[config.mk]
export PLATFORM = sky130hd
export DESIGN_NAME = core_flags_irq
export DESIGN_NICKNAME = d
export VERILOG_FILES = /design/src/hw/core_flags_pkg.sv /design/src/hw/stack_if.sv /design/src/hw/return_stack.sv /design/src/hw/core_flags_irq.sv
export SDC_FILE = /design/constraint.sdc
export NUM_CORES = 1
export LEC_CHECK = 0
export BUFFER_PORTS_ARGS = -buffer_cell sky130_fd_sc_hd__buf_2
export CAP_MARGIN = 20
export CORE_MARGIN = 2
export CORE_UTILIZATION = 40
export CTS_CLUSTER_SIZE = 12
export DETAILED_ROUTE_END_ITERATION = 10
export PLACE_DENSITY = 0.72
export SYNTH_ARGS = -nofsm -noshare
export SYNTH_HDL_FRONTEND = slang
export SYNTH_SLANG_ARGS = --single-unit
[constraint.sdc]
create_clock -name clk -period 6.1 [get_ports clk]
set_clock_uncertainty 0.15 [all_clocks]
set_input_delay 0.61 -clock clk [delete_from_list [all_inputs] [get_ports clk]]
set_output_delay 0.61 -clock clk [all_outputs]
set_load 0.05 [all_outputs]
[src/hw/core_flags_pkg.sv]
// Constants shared by the flag and interrupt control block.
// Assumes one 40 MHz clock and a plain register port with byte-wide data.
`default_nettype none
package core_flags_pkg;
    // Register offsets
    localparam logic [7:0] core_condition_flags_addr   = 8'h0a;
    localparam logic [7:0] irq_enable_and_pending_addr = 8'h0b;
    // Status field positions
    localparam int carry_bit      = 0;
    localparam int half_carry_bit = 1;
    localparam int zero_bit       = 2;
    localparam int signed_wrap_bit = 3;
    localparam int powerdown_bit  = 4;
    localparam int timeout_bit    = 5;
    // Interrupt control field positions
    localparam int global_en_bit  = 0;
    localparam int ext_en_bit     = 1;
    localparam int timer_en_bit   = 2;
    localparam int ext_pend_bit   = 4;
    localparam int timer_pend_bit = 5;
    // Readable masks, unused bits read as zero; status_sw_mask sets the software-writable status bits
    localparam logic [7:0] status_read_mask = 8'h3f;
    localparam logic [7:0] irq_control_reg_read_mask   = 8'h37;
    localparam logic [7:0] status_sw_mask   = 8'h0f;
    // Reset values
    localparam logic [7:0] status_reset = 8'h00;
    localparam logic [7:0] irq_control_reg_reset   = 8'h00;
    // Vectors
    localparam logic [9:0] ext_vector   = 10'h004;
    localparam logic [9:0] timer_vector = 10'h008;
    // Stack geometry
    localparam int stack_depth_default = 4;
    localparam int pc_width            = 10;
    // ALU flag update kinds
    typedef enum logic [2:0]
    {
        alu_none  = 3'h0,
        alu_add   = 3'h1,
        alu_sub   = 3'h2,
        alu_logic = 3'h3,
        alu_rot_c = 3'h4
    } alu_kind_t;
    // Acknowledge sequencer states
    typedef enum logic [1:0]
    {
        ack_idle = 2'b01,
        ack_push = 2'b10
    } ack_state_t;
endpackage : core_flags_pkg
`default_nettype wire

[src/hw/stack_if.sv]
// Push/pop carrier between the controller and its return stack.
// Assumes both ends on the same clock.
`default_nettype none
interface stack_if #(parameter int pw = 10);
    logic          push;
    logic          pop;
    logic [pw-1:0] push_data;
    logic [pw-1:0] top_data;
    logic          full;
    logic          empty;
    modport ctrl  (output push, output pop, output push_data, input top_data, input full, input empty);
    modport store (input push, input pop, input push_data, output top_data, output full, output empty);
endinterface : stack_if
`default_nettype wire

[src/hw/return_stack.sv]
// Return-address stack of program counter values only.
// Assumes push and pop are never requested in the same cycle.
`default_nettype none
module return_stack
    import core_flags_pkg::*;
#(
    parameter int depth = stack_depth_default
)
(
    input  wire logic clk,
    input  wire logic srst,
    stack_if.store    st
);
    localparam int iw = $clog2(depth);
    logic [pc_width-1:0] slot_reg [depth];
    logic [iw:0]         stack_index_reg;
    logic [iw-1:0]       wr_ptr;
    logic [iw-1:0]       rd_ptr;

    // Circular slots: a push past full overwrites the oldest entry
    assign rd_ptr = wr_ptr - iw'(1);

    // Storage
    always_ff @(posedge clk)
    begin
        if (st.push)
        begin
            slot_reg[wr_ptr] <= st.push_data;
        end
    end

    // Occupancy saturates at depth; pointer wrap needs a power-of-two depth
    always_ff @(posedge clk)
    begin
        if (srst)
        begin
            stack_index_reg <= '0;
            wr_ptr          <= '0;
        end
        else if (st.push)
        begin
            wr_ptr          <= wr_ptr + iw'(1);
            stack_index_reg <= stack_index_reg + (iw+1)'(!st.full);
        end
        else if (st.pop && !st.empty)
        begin
            wr_ptr          <= rd_ptr;
            stack_index_reg <= stack_index_reg - 1'b1;
        end
    end

    assign st.full     = (stack_index_reg == (iw+1)'(depth));
    assign st.empty    = (stack_index_reg == '0);
    assign st.top_data = slot_reg[rd_ptr];
endmodule : return_stack
`default_nettype wire

[src/hw/core_flags_irq.sv]
// Status flags and two-source interrupt controller of the processor core.
// Assumes the sequencer, timer and watchdog sit on the same clock; the pin is asynchronous.
//
// The plain strobed port is this design's own decision.
`default_nettype none
module core_flags_irq
    import core_flags_pkg::*;
#(
    parameter int stack_depth = stack_depth_default
)
(
    input  wire logic                clk,
    input  wire logic                srst,
    // Register port
    input  wire logic [7:0]          reg_addr,
    input  wire logic [7:0]          reg_wdata,
    input  wire logic                reg_wr,
    input  wire logic                reg_rd,
    output logic      [7:0]          reg_rdata,
    // ALU result and carries
    input  wire logic                alu_valid,
    input  wire alu_kind_t           alu_kind,
    input  wire logic [7:0]          alu_a,
    input  wire logic [7:0]          alu_b,
    input  wire logic                alu_cin,
    input  wire logic [7:0]          alu_result,
    input  wire logic                rot_carry_out,
    // Sequencer events
    input  wire logic                sleep_op,
    input  wire logic                watchdog_clear_op,
    input  wire logic                watchdog_timeout,
    input  wire logic                call_op,
    input  wire logic                subroutine_exit_op,
    input  wire logic                isr_exit_op,
    input  wire logic [pc_width-1:0] pc_current,
    input  wire logic                phase_two_clock,
    input  wire logic                halted,
    // Interrupt sources
    input  wire logic                ext_irq_n,
    input  wire logic                timer_overflow,
    // Sequencer outputs
    output logic                     irq_ack,
    output logic      [pc_width-1:0] irq_vector,
    output logic                     ret_valid,
    output logic      [pc_width-1:0] ret_pc,
    output logic                     wake,
    output logic                     stack_full
);
    ////////////////////////////////////////////////////////////////////////
    // Register state
    logic [3:0]       arith_flags_reg;
    logic             powerdown_flag_reg;
    logic             watchdog_timeout_flag_reg;
    logic             global_irq_enable_reg;
    logic             ext_irq_enable_reg;
    logic             timer_irq_enable_reg;
    logic             ext_irq_pending_reg;
    logic             timer_irq_pending_reg;
    logic [2:0]       pin_sync_reg;
    logic             pin_level_reg;
    logic             ext_fall;
    ack_state_t       ack_state_reg;
    logic             ack_ext_reg;
    logic [3:0]       arith_next;
    logic             take_ext;
    logic             take_timer;
    logic             wr_status;
    logic             wr_irq_control_reg;
    logic [7:0]       status_view;
    logic [7:0]       irq_control_reg_view;

    stack_if #(.pw(pc_width)) st ();

    return_stack #(.depth(stack_depth)) u_stack
    (
        .clk  (clk),
        .srst (srst),
        .st   (st)
    );

    // Address decode used by writes
    function automatic logic hit(input logic [7:0] a, input logic [7:0] target);
        hit = (a == target);
    endfunction : hit

    assign wr_status = reg_wr && hit(reg_addr, core_condition_flags_addr);
    assign wr_irq_control_reg   = reg_wr && hit(reg_addr, irq_enable_and_pending_addr);

    ////////////////////////////////////////////////////////////////////////
    // ALU flag computation
    always_comb
    begin
        logic [8:0] sum;
        logic [4:0] nib;
        logic [7:0] low7;
        logic       c7;
        sum  = '0;
        nib  = '0;
        low7 = '0;
        c7   = 1'b0;
        arith_next = arith_flags_reg;
        case (alu_kind)
            alu_add:
            begin
                sum  = {1'b0, alu_a} + {1'b0, alu_b} + {8'h00, alu_cin};
                nib  = {1'b0, alu_a[3:0]} + {1'b0, alu_b[3:0]} + {4'h0, alu_cin};
                low7 = {1'b0, alu_a[6:0]} + {1'b0, alu_b[6:0]} + {7'h00, alu_cin};
                c7   = low7[7];
                arith_next[carry_bit]       = sum[8];
                arith_next[half_carry_bit]  = nib[4];
                arith_next[signed_wrap_bit] = c7 ^ sum[8];
                arith_next[zero_bit]        = (alu_result == 8'h00);
            end
            alu_sub:
            begin
                // Subtract as a + ~b + cin; carry out means no borrow
                sum  = {1'b0, alu_a} + {1'b0, ~alu_b} + {8'h00, alu_cin};
                nib  = {1'b0, alu_a[3:0]} + {1'b0, ~alu_b[3:0]} + {4'h0, alu_cin};
                low7 = {1'b0, alu_a[6:0]} + {1'b0, ~alu_b[6:0]} + {7'h00, alu_cin};
                c7   = low7[7];
                arith_next[carry_bit]       = sum[8];
                arith_next[half_carry_bit]  = nib[4];
                arith_next[signed_wrap_bit] = c7 ^ sum[8];
                arith_next[zero_bit]        = (alu_result == 8'h00);
            end
            alu_logic:
            begin
                arith_next[zero_bit] = (alu_result == 8'h00);
            end
            alu_rot_c:
            begin
                arith_next[carry_bit] = rot_carry_out;
            end
            default:
            begin
                arith_next = arith_flags_reg;
            end
        endcase
    end

    // Arithmetic flags; ALU update beats a same-cycle software write
    always_ff @(posedge clk)
    begin
        if (srst)
        begin
            arith_flags_reg <= status_reset[3:0];
        end
        else if (alu_valid)
        begin
            arith_flags_reg <= arith_next;
        end
        else if (wr_status)
        begin
            arith_flags_reg <= reg_wdata[3:0] & status_sw_mask[3:0];
        end
    end

    ////////////////////////////////////////////////////////////////////////
    // Powerdown and timeout flags, untouched by register writes
    always_ff @(posedge clk)
    begin
        if (srst)
        begin
            powerdown_flag_reg <= status_reset[powerdown_bit];
        end
        else if (sleep_op)
        begin
            powerdown_flag_reg <= 1'b1;
        end
        else if (watchdog_clear_op)
        begin
            powerdown_flag_reg <= 1'b0;
        end
    end

    // Timeout set wins over clears so a trip is never lost
    always_ff @(posedge clk)
    begin
        if (srst)
        begin
            watchdog_timeout_flag_reg <= status_reset[timeout_bit];
        end
        else if (watchdog_timeout)
        begin
            watchdog_timeout_flag_reg <= 1'b1;
        end
        else if (watchdog_clear_op || sleep_op)
        begin
            watchdog_timeout_flag_reg <= 1'b0;
        end
    end

    ////////////////////////////////////////////////////////////////////////
    // Pin synchroniser; edge judged only on the agreeing later stages
    always_ff @(posedge clk)
    begin
        if (srst)
        begin
            pin_sync_reg  <= 3'h7;
            pin_level_reg <= 1'b1;
        end
        else
        begin
            pin_sync_reg <= {pin_sync_reg[1:0], ext_irq_n};
            if (pin_sync_reg[1] == pin_sync_reg[2])
            begin
                pin_level_reg <= pin_sync_reg[2];
            end
        end
    end

    assign ext_fall = pin_level_reg && (pin_sync_reg[1] == pin_sync_reg[2]) && !pin_sync_reg[2];

    ////////////////////////////////////////////////////////////////////////
    // Acknowledge decision, sampled on the phase-two pulse only
    assign take_ext   = ext_irq_pending_reg && ext_irq_enable_reg;
    assign take_timer = timer_irq_pending_reg && timer_irq_enable_reg && !take_ext;

    always_ff @(posedge clk)
    begin
        if (srst)
        begin
            ack_state_reg <= ack_idle;
            ack_ext_reg   <= 1'b0;
        end
        else
        begin
            case (ack_state_reg)
                ack_idle:
                begin
                    // Full stack holds the request pending; global enable gates all
                    if (phase_two_clock && global_irq_enable_reg && !st.full
                        && (take_ext || take_timer))
                    begin
                        ack_state_reg <= ack_push;
                        ack_ext_reg   <= take_ext;
                    end
                end
                ack_push:
                begin
                    ack_state_reg <= ack_idle;
                end
                default:
                begin
                    ack_state_reg <= ack_idle;
                end
            endcase
        end
    end

    assign irq_ack = (ack_state_reg == ack_push);

    // Vector chosen from the unlatched take_ext on each idle phase-two pulse
    always_ff @(posedge clk)
    begin
        if (srst)
        begin
            irq_vector <= '0;
        end
        else if (ack_state_reg == ack_idle && phase_two_clock)
        begin
            irq_vector <= take_ext ? ext_vector : timer_vector;
        end
    end

    ////////////////////////////////////////////////////////////////////////
    // Enables; acknowledge clears global, interrupt exit sets it
    always_ff @(posedge clk)
    begin
        if (srst)
        begin
            global_irq_enable_reg <= irq_control_reg_reset[global_en_bit];
            ext_irq_enable_reg    <= irq_control_reg_reset[ext_en_bit];
            timer_irq_enable_reg  <= irq_control_reg_reset[timer_en_bit];
        end
        else
        begin
            if (irq_ack)
            begin
                global_irq_enable_reg <= 1'b0;
            end
            else if (isr_exit_op)
            begin
                global_irq_enable_reg <= 1'b1;
            end
            else if (wr_irq_control_reg)
            begin
                global_irq_enable_reg <= reg_wdata[global_en_bit];
            end
            if (wr_irq_control_reg)
            begin
                ext_irq_enable_reg   <= reg_wdata[ext_en_bit];
                timer_irq_enable_reg <= reg_wdata[timer_en_bit];
            end
        end
    end

    // Pending flags: a new event beats both acknowledge and software clear
    always_ff @(posedge clk)
    begin
        if (srst)
        begin
            ext_irq_pending_reg   <= irq_control_reg_reset[ext_pend_bit];
            timer_irq_pending_reg <= irq_control_reg_reset[timer_pend_bit];
        end
        else
        begin
            if (ext_fall)
            begin
                ext_irq_pending_reg <= 1'b1;
            end
            else if (irq_ack && ack_ext_reg)
            begin
                ext_irq_pending_reg <= 1'b0;
            end
            else if (wr_irq_control_reg)
            begin
                ext_irq_pending_reg <= reg_wdata[ext_pend_bit];
            end
            if (timer_overflow)
            begin
                timer_irq_pending_reg <= 1'b1;
            end
            else if (irq_ack && !ack_ext_reg)
            begin
                timer_irq_pending_reg <= 1'b0;
            end
            else if (wr_irq_control_reg)
            begin
                timer_irq_pending_reg <= reg_wdata[timer_pend_bit];
            end
        end
    end

    ////////////////////////////////////////////////////////////////////////
    // Stack traffic: program counter only, never the status
    assign st.push      = irq_ack || call_op;
    assign st.push_data = pc_current;
    assign st.pop       = (subroutine_exit_op || isr_exit_op) && !st.push;
    assign ret_pc       = st.top_data;
    assign ret_valid    = st.pop;
    assign stack_full   = st.full;

    // Wake from halt on any new pending source event
    assign wake = halted && (ext_fall || timer_overflow);

    ////////////////////////////////////////////////////////////////////////
    // Read path, one cycle after the strobe
    assign status_view = {2'b00, watchdog_timeout_flag_reg, powerdown_flag_reg, arith_flags_reg};
    assign irq_control_reg_view   = {2'b00, timer_irq_pending_reg, ext_irq_pending_reg, 1'b0,
                          timer_irq_enable_reg, ext_irq_enable_reg, global_irq_enable_reg};

    always_ff @(posedge clk)
    begin
        if (srst)
        begin
            reg_rdata <= 8'h00;
        end
        else if (reg_rd)
        begin
            case (reg_addr)
                core_condition_flags_addr:   reg_rdata <= status_view & status_read_mask;
                irq_enable_and_pending_addr: reg_rdata <= irq_control_reg_view & irq_control_reg_read_mask;
                default:                     reg_rdata <= 8'h00;
            endcase
        end
        else
        begin
            reg_rdata <= 8'h00;
        end
    end
endmodule : core_flags_irq
`default_nettype wire

==> impl_table.tex <==
\begin{tabular}{lr}
\hline
Metric & Value \\
\hline
\multicolumn{2}{l}{\textbf{Outcome}} \\
\quad Outcome & completed \\
\multicolumn{2}{l}{\textbf{Run}} \\
\quad Max-Cap Viols & 0 \\
\multicolumn{2}{l}{\textbf{CTS}} \\
\quad CTS root buffer & sky130\_fd\_sc\_hd\_\_clkbuf\_8 \\
\quad Clock sinks & 71 \\
\quad Clock tree from TritonCTS & yes \\
\quad Deepest level of the CTS H-tree & 3 \\
\quad Hold buffer count at CTS & 0 \\
\quad TritonCTS buffer count & 9 \\
\quad Clock-pin transition on the worst setup and hold timing paths & 70 ps \\
\quad Clock Latency Late Sink & 340 ps \\
\quad Total setup buffers inserted after CTS & 0 \\
\quad Maximum root-to-sink buffer count & 2 \\
\quad Post\_cts resized & 0 \\
\multicolumn{2}{l}{\textbf{Global routing}} \\
\quad Aggregate global-route resource usage & 14.48\% \\
\quad Number of global-route vias before repair & 2,363 \\
\quad Initial antenna violation count & 0 \\
\quad Wire length of the first global-routing pass & 10.85 mm \\
\quad Largest net degree at the start of global routing & 28 \\
\quad Leftover overflow at the end of global routing & 0 \\
\multicolumn{2}{l}{\textbf{Timing}} \\
\quad Final Max Slew Viols & 0 \\
\quad Final-report setup violation count & 0 \\
\quad Worst-case headroom to the max-slew limit & 39.72\% \\
\quad Final period demand of the worst path & 3493 ps \\
\quad Number of hold-slack violations in the final timing report & 0 \\
\quad Least-Margin Pin Slew & 903.0 ps \\
\quad Final period utilization & 57.26\% \\
\quad RSZ-0062 raised after global routing & no \\
\quad Peak clock frequency supported by timing & 286.3 MHz \\
\quad Setup TNS & 0 ps \\
\multicolumn{2}{l}{\textbf{Synthesis}} \\
\quad Most used standard cells in the synthesized netlist & sky130\_fd\_sc\_hd\_\_edfxtp\_1 (40), sky130\_fd\_sc\_hd\_\_dfxtp\_1 (31), sky130\_fd\_sc\_hd\_\_nor2\_1 (30), sky130\_fd\_sc\_hd\_\_inv\_1 (22), sky130\_fd\_sc\_hd\_\_ha\_1 (21) \\
\quad Number of distinct library cells after synthesis & 54 \\
\quad Number of warnings issued by yosys & 0 \\
\quad Simple logic cell fraction of the synthesized area & 14.67\% \\
\quad Flip-flop cell with the highest count after synthesis & sky130\_fd\_sc\_hd\_\_edfxtp\_1 \\
\quad Dominant combinational cell family by area after synthesis & simple AND/OR/NAND/NOR gates \\
\quad Share of synthesized area spent on multiplexers & 8.170\% \\
\quad Compound-gate portion of the synthesized area & 9.949\% \\
\quad Cell taking the most area after synthesis & sky130\_fd\_sc\_hd\_\_edfxtp\_1 \\
\quad Adder-cell share of the synthesized area & 8.206\% \\
\quad Syn Area/Cell & 11.76 µm² \\
\quad Post-synthesis xor/xnor area fraction & 0.7625\% \\
\quad Dominant cells by area after synthesis & sky130\_fd\_sc\_hd\_\_edfxtp\_1 (35\%), sky130\_fd\_sc\_hd\_\_dfxtp\_1 (18\%), sky130\_fd\_sc\_hd\_\_ha\_1 (7.6\%) \\
\quad Cells after Synth & 293 \\
\quad Cell Area, Synth & 3446 µm² \\
\quad Count of flip-flops with a built-in enable after synthesis & 40 \\
\quad Share of the yosys chip area belonging to registers & 52.87\% \\
\quad Proportion of synthesized flip-flops having asynchronous set or reset & 0\% \\
\quad Fraction of post-synthesis cell area in the top cell type by area & 34.86\% \\
\quad Most frequent cell after synthesis & sky130\_fd\_sc\_hd\_\_edfxtp\_1 \\
\quad Number of storage elements in the synthesis netlist & 71 \\
\multicolumn{2}{l}{\textbf{Critical path}} \\
\quad Startpoint type of the worst setup path & flip-flop \\
\quad Cell-by-cell listing of the critical path & inv\_1, ha\_1, mux4\_2, buf\_2 \\
\quad Type of the worst setup path & reg -> out \\
\quad Capture instance of the worst register-to-register path & u\_stack.stack\_index\_reg[2] \\
\quad Delay of the slowest critical-path stage & 910 ps \\
\quad Critical register-to-register path startpoint & ack\_state\_reg[1] \\
\quad Worst Path Max Fanout & 14 \\
\quad Data arrival time of the critical path & 2730 ps \\
\quad Slowest cell on the critical path & sky130\_fd\_sc\_hd\_\_dfxtp\_1 \\
\quad Worst Reg-to-Reg Cells & 10 \\
\quad Worst reg2reg setup slack & 3540 ps \\
\quad Required @ worst endpoint & 5340 ps \\
\quad Crit. End Element & primary output \\
\multicolumn{2}{l}{\textbf{Cells and area}} \\
\quad Layout overhead on the synthesized area & 19.64\% \\
\quad Fraction of final layout cells with drive strength greater than 1 & 32.48\% \\
\quad Number of nets in the finished design & 479 \\
\quad Number of flip-flops in the largest register & 40 \\
\quad Final design instance area without fill & 4123 µm² \\
\quad Number of antenna cells inserted & 0 \\
\multicolumn{2}{l}{\textbf{Power}} \\
\quad Largest voltage drop on the vdd net & 0.0001592 V \\
\quad Switching power summed over all nets & 0.0005355 W \\
\quad Clock network fraction of design power & 22.1\% \\
\quad Relative contribution of sequential cells to total power & 43.0\% \\
\quad Switch share & 38.03\% \\
\quad Power Internal & 0.0008725 W \\
\quad Proportion of power drawn by combinational gates & 34.9\% \\
\quad Leak & 1.752 nW \\
\quad Power density cells & 341.5 nW/µm² \\
\multicolumn{2}{l}{\textbf{Route}} \\
\quad DRC violations left & 0 \\
\quad DR pass1 iterations & 4 \\
\quad Average vias per placed instance & 4.988 \\
\quad Count of routing violations after the opening detailed-route iteration & 71 \\
\quad Count of vias placed by the detailed router & 2,474 \\
\quad Remaining antenna violation count & 0 \\
\quad Average wire per cell in the routed design & 13.52 µm \\
\quad Final Routed Wirelength & 6.706 mm \\
\multicolumn{2}{l}{\textbf{Min path}} \\
\quad Instance count along the most critical hold path & 1 \\
\quad Worst hold path class & reg -> reg \\
\quad Hold path startpoint & pin\_sync\_reg[0] \\
\quad Worst-case hold path end point & pin\_sync\_reg[1] \\
\multicolumn{2}{l}{\textbf{Floorplanning}} \\
\quad Std-Cell Core Area & 8299 µm² \\
\quad Die area & 9373 µm² \\
\quad Row count & 33 \\
\quad Die outline width & 96.82 µm \\
\quad Starting density of the core & 41.52\% \\
\quad Vert. Die Dim & 96.82 µm \\
\quad IO Pins & 102 \\
\multicolumn{2}{l}{\textbf{Placed design}} \\
\quad Number of buffers added on ports & 89 \\
\quad RePlAce Congestion & 0.7728 \\
\quad Half-perimeter wire length of the detailed placement result & 5.101 mm \\
\quad Placement-stage cell area & 3961 µm² \\
\hline
\end{tabular}
==> worst max path at each step <==
stage                          startpoint                         end  slack (ps)  depth (start not counted)
2_1_floorplan  u_stack.stack_index_reg[2]  u_stack.stack_index_reg[1]        3280                          6
3_3_place_gp            u_stack.wr_ptr[0]                   ret_pc[1]        3060                          4
3_5_place_dp            u_stack.wr_ptr[0]                   ret_pc[9]        2890                          4
4_1_cts                 u_stack.wr_ptr[0]                   ret_pc[9]        2510                          4
6_report                u_stack.wr_ptr[0]                   ret_pc[9]        2610                          4
5_1_grt                 u_stack.wr_ptr[0]                   ret_pc[9]        2400                          4
==> final cells by class <==
class                      instances  area [µm²]
multi-input combinational        193        1476
inverter                          23       86.33
sequential                        71        1822
fill                             737        4177
timing repair buffer              89       445.4
tap                              105       131.4
clock inverter                     6       37.54
clock buffer                       9       123.9
==> cells in the final DEF, fill, tap and decap left out, types with 3 or more instances in the layout <==
cell type and instances:
sky130_fd_sc_hd__a21oi_1 17, sky130_fd_sc_hd__conb_1 10, sky130_fd_sc_hd__inv_1 22, sky130_fd_sc_hd__nor2_1 30, sky130_fd_sc_hd__ha_1 21, sky130_fd_sc_hd__mux4_2 10, sky130_fd_sc_hd__mux2i_1 3, sky130_fd_sc_hd__nand3_1 9
sky130_fd_sc_hd__nand2b_1 8, sky130_fd_sc_hd__and2_1 6, sky130_fd_sc_hd__a22oi_1 5, sky130_fd_sc_hd__nand2_1 10, sky130_fd_sc_hd__edfxtp_1 40, sky130_fd_sc_hd__clkbuf_8 9, sky130_fd_sc_hd__o21ai_0 6, sky130_fd_sc_hd__nor3_1 3
sky130_fd_sc_hd__nor2b_1 3, sky130_fd_sc_hd__or2_2 4, sky130_fd_sc_hd__a211oi_1 4, sky130_fd_sc_hd__dfxtp_1 31, sky130_fd_sc_hd__buf_2 89
==> cell families after synthesis <==
kind of cell | Yosys count
flip-flops | 71
AND/OR/NAND/NOR | 91
XOR/XNOR | 3
multiplexers | 15
other | 1
buffers and inverters | 38
AO/OA/AOI/OAI | 52
adder cells (fa/ha/maj) | 22
==> stage by stage <==
step | hold slack [ps] | total power [W] | cells | utilization [%] | setup WS (ps)
floorplan | 239.5 | 0.0009931 | 302 | - | 3277
global placement | 242.8 | 0.001093 | 481 | 47.73 | 3060
detailed placement | 255.6 | 0.001113 | 481 | 47.73 | 2888
CTS | 280.7 | 0.001425 | 496 | 49.68 | 2514
global route | 291.0 | 0.001482 | 496 | 49.68 | 2404
finish | 278.8 | 0.001408 | 496 | 49.68 | 2607
==> layer usage <==
metal	track usage, %	wire (µm)	share of wire (%)
met1	17.77	3011	45
met2	24.20	3257	49
met3	5.491	410	6.1
met5	0	0	0
met4	3.467	26	0.39
==> critical path, delay by kind of cell, from the launching register on <==
family / cells / cell delay, ps
muxes: 1 / 400
buffers and inverters: 2 / 410
adders and majority gates: 1 / 680
DFF: 1 / 910
==> power groups by stage <==
stage               Combinational, W  Clock [W]  Sequential [W]
finish                      0.000492   0.000311        0.000605
floorplan                   0.000398          0        0.000595
global route                0.000526   0.000343        0.000613
global placement            0.000482          0        0.000611
CTS                         0.000499   0.000321        0.000606
detailed placement          0.000497          0        0.000616
No activity file was read; power rests on OpenSTA's default activity.
